File: src/common/nvh_pkg.sv
// Package for the host-side controller of an 8K x 8 static memory with shadow array.
// Assumes a single 250 MHz system clock and pins sampled synchronously.
package nvh_pkg;

    // =========================================================================
    // Widths and sizes
    localparam int ADDR_W = 13;
    localparam int DATA_W = 8;
    localparam int DEPTH  = 8192;

    // =========================================================================
    // Timing in nanoseconds and derived cycle counts at 4 ns
    localparam int CLK_PERIOD_NS         = 4;
    localparam int ADDR_ACCESS_NS        = 35;
    localparam int SELECT_ACCESS_NS      = 35;
    localparam int OUTEN_ACCESS_NS       = 20;
    localparam int DATA_SETUP_NS         = 15;
    localparam int WRITE_PULSE_NS        = 25;
    localparam int RECOVER_NS            = 8;
    localparam int ADDR_ACCESS_CYC   = (ADDR_ACCESS_NS + CLK_PERIOD_NS - 1) / CLK_PERIOD_NS;
    localparam int SELECT_ACCESS_CYC = (SELECT_ACCESS_NS + CLK_PERIOD_NS - 1) / CLK_PERIOD_NS;
    localparam int OUTEN_ACCESS_CYC  = (OUTEN_ACCESS_NS + CLK_PERIOD_NS - 1) / CLK_PERIOD_NS;
    localparam int READ_ACCESS_CYC   = (SELECT_ACCESS_CYC > OUTEN_ACCESS_CYC) ?
                                       SELECT_ACCESS_CYC : OUTEN_ACCESS_CYC;
    localparam int DATA_SETUP_CYC    = (DATA_SETUP_NS + CLK_PERIOD_NS - 1) / CLK_PERIOD_NS;
    localparam int WRITE_PULSE_RAW   = (WRITE_PULSE_NS + CLK_PERIOD_NS - 1) / CLK_PERIOD_NS;
    localparam int WRITE_PULSE_CYC   = (WRITE_PULSE_RAW > DATA_SETUP_CYC) ?
                                       WRITE_PULSE_RAW : DATA_SETUP_CYC;
    localparam int RECOVER_CYC       = (RECOVER_NS + CLK_PERIOD_NS - 1) / CLK_PERIOD_NS;

    // Long waits in microseconds; cycle counts are top-level parameters.
    localparam int SAVE_TIME_US      = 10;
    localparam int RESTORE_TIME_US   = 20;
    localparam int POWERUP_TIME_US   = 500;
    localparam int CYC_PER_US        = 1000 / CLK_PERIOD_NS;
    localparam int SAVE_CYC          = SAVE_TIME_US * CYC_PER_US;
    localparam int RESTORE_CYC       = RESTORE_TIME_US * CYC_PER_US;
    localparam int POWERUP_CYC       = POWERUP_TIME_US * CYC_PER_US;
    localparam int CNT_W             = 20;

    // =========================================================================
    // Six-step shadow command addresses
    localparam logic [12:0] SEQ_A0      = 13'h0000;
    localparam logic [12:0] SEQ_A1      = 13'h1555;
    localparam logic [12:0] SEQ_A2      = 13'h0AAA;
    localparam logic [12:0] SEQ_A3      = 13'h1FFF;
    localparam logic [12:0] SEQ_A4      = 13'h10F0;
    localparam logic [12:0] SEQ_SAVE    = 13'h0F0F;
    localparam logic [12:0] SEQ_RESTORE = 13'h0F0E;
    localparam logic [2:0]  SEQ_STEPS   = 3'h6;

    // =========================================================================
    // Host commands
    typedef enum logic [1:0] {
        NVH_CMD_READ    = 2'h0,
        NVH_CMD_WRITE   = 2'h1,
        NVH_CMD_SAVE    = 2'h2,
        NVH_CMD_RESTORE = 2'h3
    } nvh_cmd_t;

    // Controller states, one-hot.
    typedef enum logic [6:0] {
        NVH_ST_PWRUP = 7'h01,
        NVH_ST_IDLE  = 7'h02,
        NVH_ST_READ  = 7'h04,
        NVH_ST_WRITE = 7'h08,
        NVH_ST_RECOV = 7'h10,
        NVH_ST_SEQ   = 7'h20,
        NVH_ST_BUSY  = 7'h40
    } nvh_state_t;

endpackage

File: src/core/nvh_ctrl.sv
// Host-side controller driving the static memory with shadow array over its pins.
// Assumes pins sampled on i_clk_sys and a testbench resolving the data wire.
`timescale 1ns/1ps

// Contract
// - Host keeps address stable through the whole write cycle.
// - Host drives write data at least data setup time before strobe rises.
// - Host keeps output drive high during every write.
// - Save: six select-controlled reads 0000,1555,0AAA,1FFF,10F0,0F0F.
// - Restore: same five reads then 0F0E as sixth.
// - Sequence steps are read cycles; output drive kept high.
// - Host keeps write strobe high while the power-up restore runs.
// - Write strobe held high during all six sequence reads.
module nvh_ctrl
    import nvh_pkg::*;
#(
    parameter int SAVE_WAIT    = nvh_pkg::SAVE_CYC,
    parameter int RESTORE_WAIT = nvh_pkg::RESTORE_CYC,
    parameter int POWERUP_WAIT = nvh_pkg::POWERUP_CYC
)(
    input  wire logic                      i_clk_sys,
    input  wire logic                      i_rst,
    input  wire logic                      i_ce,
    input  wire logic                      i_req_valid,
    input  wire nvh_pkg::nvh_cmd_t         i_req_cmd,
    input  wire logic [nvh_pkg::ADDR_W-1:0] i_req_addr,
    input  wire logic [nvh_pkg::DATA_W-1:0] i_req_wdata,
    input  wire logic                      i_supply_low,
    output logic                           o_req_ready,
    output logic                           o_rsp_valid,
    output logic                           o_rsp_refused,
    output logic [nvh_pkg::DATA_W-1:0]     o_rsp_rdata,
    output logic [nvh_pkg::ADDR_W-1:0]     o_address_lines,
    output logic [nvh_pkg::DATA_W-1:0]     o_data_io,
    output logic                           o_data_io_oe,
    input  wire logic [nvh_pkg::DATA_W-1:0] i_data_io,
    output logic                           o_chip_select_n,
    output logic                           o_output_drive_en_n,
    output logic                           o_write_strobe_n
);
    import nvh_pkg::*;

    // =========================================================================
    // State and counters
    nvh_state_t         state_q;
    logic [CNT_W-1:0]   cnt_q;
    logic [2:0]         step_q;
    logic               is_save_q;
    logic               seq_read;

    assign seq_read = (step_q != 3'h0);

    function automatic logic [12:0] seq_addr(input logic [2:0] s, input logic sv);
        logic [12:0] a;
        a = SEQ_A0;
        unique case (s)
            3'h0: a = SEQ_A0;
            3'h1: a = SEQ_A1;
            3'h2: a = SEQ_A2;
            3'h3: a = SEQ_A3;
            3'h4: a = SEQ_A4;
            default: a = sv ? SEQ_SAVE : SEQ_RESTORE;
        endcase
        return a;
    endfunction

    // =========================================================================
    // Main sequencer
    always_ff @(posedge i_clk_sys)
    begin
        if (i_rst)
        begin
            state_q             <= NVH_ST_PWRUP;
            cnt_q               <= '0;
            step_q              <= 3'h0;
            is_save_q           <= 1'b0;
            o_req_ready         <= 1'b0;
            o_rsp_valid         <= 1'b0;
            o_rsp_refused       <= 1'b0;
            o_rsp_rdata         <= 8'h00;
            o_address_lines     <= 13'h0000;
            o_data_io           <= 8'h00;
            o_data_io_oe        <= 1'b0;
            o_chip_select_n     <= 1'b1;
            o_output_drive_en_n <= 1'b1;
            o_write_strobe_n    <= 1'b1;
        end
        else if (i_ce)
        begin
            o_rsp_valid   <= 1'b0;
            o_rsp_refused <= 1'b0;
            unique case (state_q)
                NVH_ST_PWRUP:
                begin
                    // Strobe held high while the device restores itself.
                    o_write_strobe_n <= 1'b1;
                    if (cnt_q == CNT_W'(POWERUP_WAIT - 1))
                    begin
                        cnt_q       <= '0;
                        state_q     <= NVH_ST_IDLE;
                        o_req_ready <= 1'b1;
                    end
                    else
                        cnt_q <= cnt_q + 1'b1;
                end
                NVH_ST_IDLE:
                begin
                    if (i_req_valid)
                    begin
                        o_req_ready <= 1'b0;
                        cnt_q       <= '0;
                        unique case (i_req_cmd)
                            NVH_CMD_READ:
                            begin
                                o_address_lines     <= i_req_addr;
                                o_chip_select_n     <= 1'b0;
                                o_output_drive_en_n <= 1'b0;
                                state_q             <= NVH_ST_READ;
                            end
                            NVH_CMD_WRITE:
                            begin
                                if (i_supply_low)
                                begin
                                    o_rsp_valid   <= 1'b1;
                                    o_rsp_refused <= 1'b1;
                                    o_req_ready   <= 1'b1;
                                end
                                else
                                begin
                                    o_address_lines <= i_req_addr;
                                    o_data_io       <= i_req_wdata;
                                    o_data_io_oe    <= 1'b1;
                                    o_chip_select_n <= 1'b0;
                                    o_write_strobe_n <= 1'b0;
                                    o_output_drive_en_n <= 1'b1;
                                    state_q         <= NVH_ST_WRITE;
                                end
                            end
                            NVH_CMD_SAVE, NVH_CMD_RESTORE:
                            begin
                                if (i_supply_low && i_req_cmd == NVH_CMD_SAVE)
                                begin
                                    o_rsp_valid   <= 1'b1;
                                    o_rsp_refused <= 1'b1;
                                    o_req_ready   <= 1'b1;
                                end
                                else
                                begin
                                    is_save_q       <= (i_req_cmd == NVH_CMD_SAVE);
                                    step_q          <= 3'h0;
                                    o_address_lines <= SEQ_A0;
                                    o_chip_select_n <= 1'b0;
                                    state_q         <= NVH_ST_SEQ;
                                end
                            end
                        endcase
                    end
                end
                NVH_ST_READ:
                begin
                    // Controls and address held until capture.
                    if (cnt_q == CNT_W'(READ_ACCESS_CYC))
                    begin
                        o_rsp_rdata         <= i_data_io;
                        o_rsp_valid         <= 1'b1;
                        o_chip_select_n     <= 1'b1;
                        o_output_drive_en_n <= 1'b1;
                        cnt_q               <= '0;
                        state_q             <= NVH_ST_RECOV;
                    end
                    else
                        cnt_q <= cnt_q + 1'b1;
                end
                NVH_ST_WRITE:
                begin
                    if (cnt_q == CNT_W'(WRITE_PULSE_CYC - 1))
                    begin
                        o_write_strobe_n <= 1'b1;
                        o_chip_select_n  <= 1'b1;
                        o_rsp_valid      <= 1'b1;
                        cnt_q            <= '0;
                        state_q          <= NVH_ST_RECOV;
                    end
                    else
                        cnt_q <= cnt_q + 1'b1;
                end
                NVH_ST_RECOV:
                begin
                    o_data_io_oe <= 1'b0;
                    if (cnt_q == CNT_W'(RECOVER_CYC - 1))
                    begin
                        cnt_q <= '0;
                        if (seq_read)
                        begin
                            o_address_lines <= seq_addr(step_q, is_save_q);
                            o_chip_select_n <= 1'b0;
                            state_q         <= NVH_ST_SEQ;
                        end
                        else
                        begin
                            o_req_ready <= 1'b1;
                            state_q     <= NVH_ST_IDLE;
                        end
                    end
                    else
                        cnt_q <= cnt_q + 1'b1;
                end
                NVH_ST_SEQ:
                begin
                    if (cnt_q == CNT_W'(SELECT_ACCESS_CYC))
                    begin
                        o_chip_select_n <= 1'b1;
                        cnt_q           <= '0;
                        if (step_q == SEQ_STEPS - 3'h1)
                        begin
                            step_q  <= 3'h0;
                            state_q <= NVH_ST_BUSY;
                        end
                        else
                        begin
                            step_q  <= step_q + 3'h1;
                            state_q <= NVH_ST_RECOV;
                        end
                    end
                    else
                        cnt_q <= cnt_q + 1'b1;
                end
                NVH_ST_BUSY:
                begin
                    // Device works alone; no pins move.
                    if (cnt_q == CNT_W'((is_save_q ? SAVE_WAIT : RESTORE_WAIT) - 1))
                    begin
                        cnt_q       <= '0;
                        o_rsp_valid <= 1'b1;
                        o_req_ready <= 1'b1;
                        state_q     <= NVH_ST_IDLE;
                    end
                    else
                        cnt_q <= cnt_q + 1'b1;
                end
                default:
                    state_q <= NVH_ST_IDLE;
            endcase
        end
    end
endmodule // nvh_ctrl

File: config.mk
export PLATFORM = sky130hd
export DESIGN_NAME = nvh_ctrl
export DESIGN_NICKNAME = d
export VERILOG_FILES = /design/src/common/nvh_pkg.sv /design/src/core/nvh_ctrl.sv
export SDC_FILE = /design/constraint.sdc
export NUM_CORES = 1
export LEC_CHECK = 0
export BUFFER_PORTS_ARGS = -buffer_cell sky130_fd_sc_hd__buf_4
export CELL_PAD_IN_SITES_DETAIL_PLACEMENT = 1
export CELL_PAD_IN_SITES_GLOBAL_PLACEMENT = 1
export CORE_ASPECT_RATIO = 1.2
export CORE_MARGIN = 8
export CORE_UTILIZATION = 41
export DETAILED_ROUTE_END_ITERATION = 16
export MAX_ROUTING_LAYER = met4
export PLACE_DENSITY_LB_ADDON = 0.1
export SETUP_SLACK_MARGIN = 0.3
export SLEW_MARGIN = 10
export SYNTH_ARGS = -nofsm -noshare
export SYNTH_HDL_FRONTEND = slang
export SYNTH_SLANG_ARGS = --single-unit
File: constraint.sdc
create_clock -name i_clk_sys -period 3.1 [get_ports i_clk_sys]
set_clock_uncertainty 0.2 [all_clocks]
set_input_delay 0.62 -clock i_clk_sys [delete_from_list [all_inputs] [get_ports i_clk_sys]]
set_output_delay 0.62 -clock i_clk_sys [all_outputs]
set_load 0.01 [all_outputs]
==> metrics, run 1 <==
peak supply drop 0.215 mV; Area Growth Syn to Fin 27.1%; antenna cell count 0; Cell Area, Synth 3610 um2; Mapped Avg Cell Area 8.37 um2; CP Class reg2reg; max_cap viols 0; Die ar. 12100 um2; buffer depth of the longest clock path 2; count of cell types in the netlist 65; register bit count reported by yosys 67; Clock Latency Late Sink 350 ps; post-synthesis sequential area ratio 0.372; total gr overflow 0; initial cell density of the core 0.421; all-layer global routing usage 0.204; number of top-level pins 72; RSZ-0062 raised after global routing false; hold crit path type reg2reg; Antenna Nets Post-Route 0; Worst-Margin Slew 637 ps; hold_buf cts 0; DR vias/cell 5.67; Detailed Route Iter0 Violations 178; YS warnings 0; Root Driver clkbuf_8; WP data arrival 2740 ps; TNS Setup 0 ps; post-CTS setup buffers 0; Slew Limit Fails 0; Crit Path Max Fanout 8; global-route wire length before repair 19100 um; IO Port Bufs 71; WL per Instance 18.5 um; initial antenna violation count 0; final setup fails 0; Pleak 0.00173 uW; vias in the first global route 3849; Vias 3536; H-tree lvl count 3; Rel. slew slack 0.570; Placed Cells 608; Critical Path RT 3140 ps; RD Place Congestion 0.850; Total Wirelength 11600 um; Hold Slack 251 ps; status complete, no violations; EDFF count, synth 0; Synth Flop Type dfxtp_1; Inserted Clock Buffers 9; Final min period 2690 ps; crit start category flop; Nets 542; 1st-pass router iterations 4; filler instances 1052; Die Y 119 um; syn nets 471; Fin. Hold Viols 0; # DRC 0; Std-Cell Core Area 8560 um2; Mapped Cells 431; number of placement rows 37; Non-Filler Instances 624; critical path endpoint category flop; CTS tree yes; fmax 371 MHz; Worst-path clk slew 80 ps; share of layout cells above drive strength 1 0.252; largest net degree at the start of global routing 55; FFs w/ async S/R, synth 0; DP HPWL 8550 um; PwrDens 443 nW/um2; Tcrit/Tclk final 0.869; clock sinks 67; Die X 102 um
where the power goes:
part | internal (uW) | switching (uW) | leakage [uW]
clock | 558 | 361 | 0.000123
sequential | 873 | 21.7 | 0.000542
combinational | 99.5 | 117 | 0.00107
critical path, cell delays in order, from the launching register on:
cell and delay, ps:
dfxtp_2 430, inv_2 80, or4b_1 530, a2111o_1 500, a2bb2oi_2 350, nand3_4 170
mux2_4 320
Yosys cell counts, drive strengths merged, types with 5 or more instances:
cell / instances / share of area
a21oi: 33 / 0.046
nand3: 13 / 0.022
nor3: 19 / 0.026
and2: 5 / 0.0087
nor4b: 8 / 0.021
buf: 11 / 0.018
nand2: 28 / 0.029
clkbuf: 15 / 0.016
nand2b: 7 / 0.012
dfxtp: 67 / 0.37
inv: 8 / 0.0083
nand4: 9 / 0.016
o21ai: 11 / 0.015
nor2: 67 / 0.070
a211oi: 14 / 0.029
xnor2: 19 / 0.046
nor4: 14 / 0.030
mux2i: 21 / 0.058
area by class of cell:
cell class / instances / area [um2] / area share
repair buffers: 86 / 649 / 0.142
flip-flops and latches: 67 / 1350 / 0.294
inverters: 8 / 30.0 / 0.00655
clock buffers: 10 / 138 / 0.0300
multi-input cells: 330 / 2160 / 0.472
clock inverters: 6 / 111 / 0.0243
well taps: 117 / 146 / 0.0319
path summary, 6_finish.rpt:
kind,startpoint,to,slack [ps],cells after the start
max,cnt_q[2],state_q[5],410,6
min,o_write_strobe_n,o_write_strobe_n,250,2
max reg2reg,cnt_q[2],state_q[5],410,6
min reg2reg,o_write_strobe_n,o_write_strobe_n,250,2
kinds of logic after synthesis:
logic type | Yosys count | share of synthesized area
multiplexers | 22 | 0.0624
flip-flops | 67 | 0.372
buffers and inverters | 34 | 0.0416
AO/OA/AOI/OAI | 90 | 0.174
AND/OR/NAND/NOR | 194 | 0.288
adder cells (fa/ha/maj) | 4 | 0.0139
XOR/XNOR | 20 | 0.0486
sequential cells by signal (all words and copies together) (netlist names):
signal / cells
cnt_q: 20
o_address_lines: 13
o_rsp_valid: 1
o_data_io_oe: 1
o_write_strobe_n: 1
step_q: 3
o_output_drive_en_n: 1
is_save_q: 1
o_rsp_rdata: 8
o_req_ready: 1
o_chip_select_n: 1
state_q: 7
o_data_io: 8
o_rsp_refused: 1
per-stage QoR:
| stage | setup WS [ps] | util | total power [uW] | area, um2 |
|---|---|---|---|---|
| floorplan | 605 | - | 1030 | 3610 |
| global placement | 366 | 0.500 | 1120 | 4280 |
| detailed placement | 331 | 0.500 | 1120 | 4280 |
| CTS | 310 | 0.529 | 2050 | 4530 |
| global route | 285 | 0.535 | 2110 | 4580 |
| finish | 407 | 0.535 | 2030 | 4580 |
cells in the final DEF (no fill, tap or decap), drive strengths merged, types with 5 or more instances in the layout:
cell | Yosys | layout
a211oi | 14 | 14
a21oi | 33 | 33
and2 | 5 | 5
buf | 11 | 86
clkbuf | 15 | 10
dfxtp | 67 | 67
inv | 8 | 9
mux2i | 21 | 21
nand2 | 28 | 28
nand2b | 7 | 7
nand3 | 13 | 13
nand4 | 9 | 9
nor2 | 67 | 67
nor3 | 19 | 19
nor4 | 14 | 14
nor4b | 8 | 8
o21ai | 11 | 11
xnor2 | 19 | 19
metal layers:
metal / routed length [um] / share of wire / GRT usage
met3: 383 / 0.033 / 0.0382
met2: 5950 / 0.51 / 0.344
met1: 4830 / 0.42 / 0.223
met5: 0 / 0 / -
met4: 405 / 0.035 / 0.0990
repair_timing:
| action | 4_1_cts | 5_1_grt |
|---|---|---|
| endpoints found under the hold margin | 0 | 0 |
| endpoints found under the setup margin | 0 | 40 |
| gates resized for setup | 0 | 13 |
Power figures use the tool's default switching activity.
==> run 2, diff against run 1 <==
- REMOVE_ABC_BUFFERS: default -> 1
==> run 2 against run 1 <==
Effect of this change:
- die area is the same
- largest power group is now sequential cells
- hold slack gained 8.9 ps
- first-iteration DRC count shrank 53%
- power shrank 15%
- final cell count shrank 0.80%
- setup slack gained 31 ps
- sequential power is essentially flat
- global-route usage shrank 1.1 points
- non-clock buffer count shrank 4
==> metrics, run 2 (same netlist as run 1, synthesis figures left out) <==
Worst-path clk slew 70 ps (about the same); max reg flops 20 (unchanged); WP data arrival 2700 ps (-40 ps); CTS tree yes; Final Total Pwr 1720 uW (-15%); PwrDens 387 nW/um2 (-13%); clock sinks 67 (unchanged); hold_buf cts 0 (unchanged); H-tree lvl count 3 (unchanged); Total Wirelength 10900 um (-6.1%); global-route wire length before repair 18400 um (-3.6%); Std-Cell Core Area 8560 um2 (unchanged); commonest non-fill, non-tap cell in the layout buf_4; DR vias/cell 5.68 (+0.24%); Area Growth Syn to Fin 23.3%; number of top-level pins 72 (unchanged); Final min period 2660 ps (-31.0 ps); initial antenna violation count 0 (unchanged); Hold Slack 260 ps (+8.89 ps); Crit Path Max Fanout 8 (unchanged); Nets 538 (-0.74%); peak supply drop 0.279 mV (+30%); Tcrit/Tclk final 0.859 (-0.00999); max_cap viols 0 (unchanged); Fin. Hold Viols 0 (unchanged); largest net degree at the start of global routing 55 (unchanged); Root Driver clkbuf_8; Hold Path Depth 2 (unchanged); initial cell density of the core 0.421 (unchanged); crit-path cells inv_2 > or4b_1 > a2111o_1 > a2bb2oi_4 > nand3_4 > mux2_4; Detailed Route Iter0 Violations 83 (-53%); most frequent cells in the layout buf_4 (81), nor2_1 (67), dfxtp_1 (66); post-CTS setup buffers 0 (unchanged); total gr overflow 0 (unchanged); CP Class reg2reg; number of placement rows 37 (unchanged); 1st-pass router iterations 4 (unchanged); hold crit path type reg2reg; path depth of the worst reg2reg path 6 (unchanged); # DRC 0 (unchanged); Crit path depth 6 (unchanged); Rel. slew slack 0.630 (+0.0602); Vias 3516 (-0.57%); filler instances 1055 (+0.29%); critical path endpoint category flop; most flop-heavy register cnt_q; Slowest cell on crit path or4b_1; Worst-Margin Slew 555 ps (-81.9 ps); crit start category flop; Antenna Nets Post-Route 0 (unchanged); TNS Setup 0 ps (unchanged); Pleak 0.00166 uW (-4.1%); Die Y 119 um (unchanged); DP HPWL 8200 um (-4.1%); Worst path max stage delay 520 ps (about the same); cts repair resizes 0 (unchanged); Die X 102 um (unchanged); RSZ-0062 raised after global routing false; Critical Path RT 3140 ps (about the same); IO Port Bufs 71 (unchanged); buffer depth of the longest clock path 2 (unchanged); biggest regs cnt_q: 20 flops, o_address_lines: 13 flops; RD Place Congestion 0.882 (+3.8%); WL per Instance 17.6 um (-5.3%); status complete, no violations; antenna cell count 0 (unchanged); Inserted Clock Buffers 9 (unchanged); share of layout cells above drive strength 1 0.231 (-0.0214); all-layer global routing usage 0.193 (-0.0111); Clock Latency Late Sink 350 ps (about the same); vias in the first global route 3782 (-1.7%); CP top delay family compound AO/OA/AOI/OAI gates; Worst Path Buf+Inv 1 (unchanged); Slew Limit Fails 0 (unchanged); Finished Core Util 0.520 (-0.0158); Die ar. 12100 um2 (unchanged); fmax 376 MHz (+1.2%); final setup fails 0 (unchanged)
-- run 2: changes by cell type in the layout (fill, tap and decap cells not counted), moves of 2 or more --
cell,before,now
bufinv_16,3,0
clkinv_2,1,3
a2bb2oi_2,2,0
dfxtp_1,63,66
dfxtp_2,4,1
buf_4,85,81
-- run 2: routing by layer --
metal,global-route usage,up-vias,share of wire
met2,0.327,65,0.51
met5,-,-,0
met4,0.0682,0,0.017
li1,-,1704,-
met1,0.215,1730,0.43
met3,0.0440,17,0.039
-- run 2: worst paths after layout --
check / startpoint / endpoint / slack [ps]
setup / recovery: cnt_q[2] / state_q[5] / 440
hold / removal: o_write_strobe_n / o_write_strobe_n / 260
setup reg to reg: cnt_q[2] / state_q[5] / 440
hold reg to reg: o_write_strobe_n / o_write_strobe_n / 260
-- run 2: area by class of cell --
cell class,count,area (um2),share of cell area
clock buffer,10,128,0.0287
timing repair buffer,82,619,0.139
multi-input combinational,330,2150,0.484
sequential,67,1340,0.302
clock inverter,5,31.3,0.00703
inverter,8,30.0,0.00675
tap,117,146,0.0329
-- run 2: worst register-to-register path, delay by kind of cell, from the launching register on --
family / cells / cell delay, ps
AOI/OAI and AO/OA: 2 / 770
buffers and inverters: 1 / 80
DFF: 1 / 510
muxes: 1 / 320
and+or+nand+nor: 2 / 670
-- run 2: where the power goes --
| part | switching [uW] | total (uW) | internal, uW |
|---|---|---|---|
| sequential | 19.8 | 893 | 873 |
| combinational | 116 | 214 | 97.7 |
| clock | 333 | 616 | 283 |
-- run 2: per-stage QoR --
step / setup WS (ps) / instances / area, um2
detailed placement: 346 / 604 / 4250
global placement: 402 / 604 / 4250
floorplan: 165 / 405 / 3490
global route: 324 / 619 / 4450
finish: 438 / 619 / 4450
CTS: 310 / 619 / 4410
==> run 3, diff against run 2 <==
- BUFFER_PORTS_ARGS: -buffer_cell sky130_fd_sc_hd__buf_4 -> default
- CORE_UTILIZATION: 41 -> 45
- CTS_BUF_LIST: default -> sky130_fd_sc_hd__clkbuf_16
- DONT_BUFFER_PORTS: default -> 1
==> run 3 against run 2 <==
Effect of this change:
- die area is 7.6% lower
- non-clock buffer count is 70 lower
- critical path depth is 2 higher
- wire length is 3.6% lower
- utilization is 0.11 points higher
- clock-buffer cell count is 1 lower
- final cell count is 15% lower
- register-to-register slack hardly changed
- largest cell class unchanged
- power is 20% higher
- sequential share of layout area is 3.1 points higher
- via count is 8.7% lower
- clock power is 64% higher
==> metrics, run 3 (same netlist as run 1, synthesis figures left out) <==
Critical Path RT 3110 ps (-30 ps); hold path endpoint o_rsp_rdata[6]; global-route wire length before repair 16900 um (-8.5%); DR vias/cell 6.12 (+7.7%); Std-Cell Core Area 7750 um2 (-9.5%); number of placement rows 35 (-5.4%); Rel. slew slack 0.480 (-0.150); H-tree lvl count 3 (unchanged); CTS tree yes; Worst R2R Start cnt_q[0]; Tcrit/Tclk final 0.863 (+0.00457); Worst Path Buf+Inv 1 (unchanged); vias in the first global route 3356 (-11%); fmax 374 MHz (-0.53%); hold_buf cts 0 (unchanged); Die ar. 11100 um2 (-7.6%); crit-path cells ha_1 > nor4b_2 > nand3_1 > or2_2 > o2bb2ai_1 > o31ai_4 > buf_4 > nor2_1; Net Sw Power 504 uW (+7.4%); Nets 468 (-13%); Die X 97.7 um (-3.8%); worst setup margin 423 ps (-14.2 ps); # DRC 0 (unchanged); Comb pwr share 0.080 (-0.044); cts repair resizes 0 (unchanged); CP Class reg2reg; max reg flops 20 (unchanged); DP HPWL 7740 um (-5.7%); Non-Filler Instances 525 (-15%); clock power share 0.489 (+0.131); Final min period 2680 ps (+14.2 ps); WP data arrival 2690 ps (about the same); clock sinks 67 (unchanged); all-layer global routing usage 0.192 (-0.00113); total gr overflow 0 (unchanged); post-placement cell area 3690 um2 (-13%); HP Start i_rst; Vias 3211 (-8.7%); Total Wirelength 10500 um (-3.6%); Slowest cell on crit path dfxtp_1; Finished Core Util 0.521 (+0.00108); Reg power frac 0.431 (-0.087); Worst path max stage delay 450 ps (-70 ps); initial cell density of the core 0.465 (+0.0442); RSZ-0062 raised after global routing false; filler instances 934 (-11%); Hold Path Depth 1 (-1); Inserted Clock Buffers 9 (unchanged); Worst R2R Setup Slack 420 ps (about the same); hold crit path type in2reg; Detailed Route Iter0 Violations 127 (+53%); RD Place Congestion 0.838 (-5.0%); antenna cell count 0 (unchanged); peak supply drop 0.305 mV (+9.1%); P_int 1560 uW (+25%); CP top delay family simple AND/OR/NAND/NOR gates; buffer depth of the longest clock path 2 (unchanged); path depth of the worst reg2reg path 8 (+2); FF-to-FF End cnt_q[7]; Worst-Margin Slew 770 ps (+215 ps); TNS Setup 0 ps (unchanged); Reg area 1340 um2 (about the same); final setup fails 0 (unchanged); max_cap viols 0 (unchanged); Root Driver clkbuf_16; status complete, no violations; biggest regs cnt_q: 20 flops, o_address_lines: 13 flops; critical path endpoint category flop; largest net degree at the start of global routing 55 (unchanged); initial antenna violation count 0 (unchanged); post-CTS setup buffers 0 (unchanged); Slew Limit Fails 0 (unchanged); crit start category flop; Antenna Nets Post-Route 0 (unchanged); Pleak 0.00137 uW (-18%); Crit Path Max Fanout 19 (+11); Die Y 114 um (-3.9%); Clock Latency Late Sink 330 ps (-20 ps); WL per Instance 20.0 um (+14%); Multi-input gate area 2160 um2 (+0.52%); Fin. Hold Viols 0 (unchanged); commonest non-fill, non-tap cell in the layout nor2_1; Area Growth Syn to Fin 11.9%; most frequent cells in the layout nor2_1 (67), dfxtp_1 (65), a21oi_1 (33); most flop-heavy register cnt_q; 1st-pass router iterations 4 (unchanged); Place WS 329 ps (-17.1 ps); Worst-path clk slew 60 ps (about the same); fin area 4040 um2 (-9.3%); IO Port Bufs 0 (-100%); PwrDens 512 nW/um2 (+32%); Placed Cells 509 (-16%); Switching Fraction 0.244 (-0.0287); number of top-level pins 72 (unchanged); share of layout cells above drive strength 1 0.111 (-0.120)
-- run 3: area by class of cell --
cell class | instances | share of cell area
multi-input cells | 330 | 0.536
repair buffers | 12 | 0.0223
clock inverters | 7 | 0.0167
flip-flops and latches | 67 | 0.333
inverters | 8 | 0.00744
well taps | 92 | 0.0285
clock buffers | 9 | 0.0558
-- run 3: power groups by stage --
stage	clock network (uW)	logic, uW	registers, uW
after floorplan	0	103	911
after global placement	0	152	910
after detailed placement	0	157	910
after CTS	1030	157	892
after global routing	1070	180	893
final	1010	165	892
-- run 3: metal layers --
layer  global-route usage  vias up  wire [um]
met1                0.208     1576       4390
met3               0.0474       13        467
met5                    -        -          0
met4               0.0740        0        156
met2                0.333       54       5470
li1                     -     1568          -
-- run 3: stage by stage --
step	total power [uW]	hold slack [ps]
global placement	1060	289
detailed placement	1070	292
global route	2140	138
finish	2070	150
floorplan	1010	267
CTS	2080	145
-- run 3: worst max-delay path by stage --
| stage | start | depth (start not counted) | slack, ps | endpoint |
|---|---|---|---|---|
| detailed placement | cnt_q[0] | 8 | 330 | cnt_q[1] |
| floorplan | state_q[1] | 6 | 170 | cnt_q[1] |
| global route | cnt_q[0] | 8 | 260 | cnt_q[7] |
| finish | cnt_q[0] | 8 | 420 | cnt_q[7] |
| global placement | cnt_q[0] | 8 | 350 | cnt_q[7] |
| CTS | cnt_q[0] | 8 | 320 | cnt_q[7] |
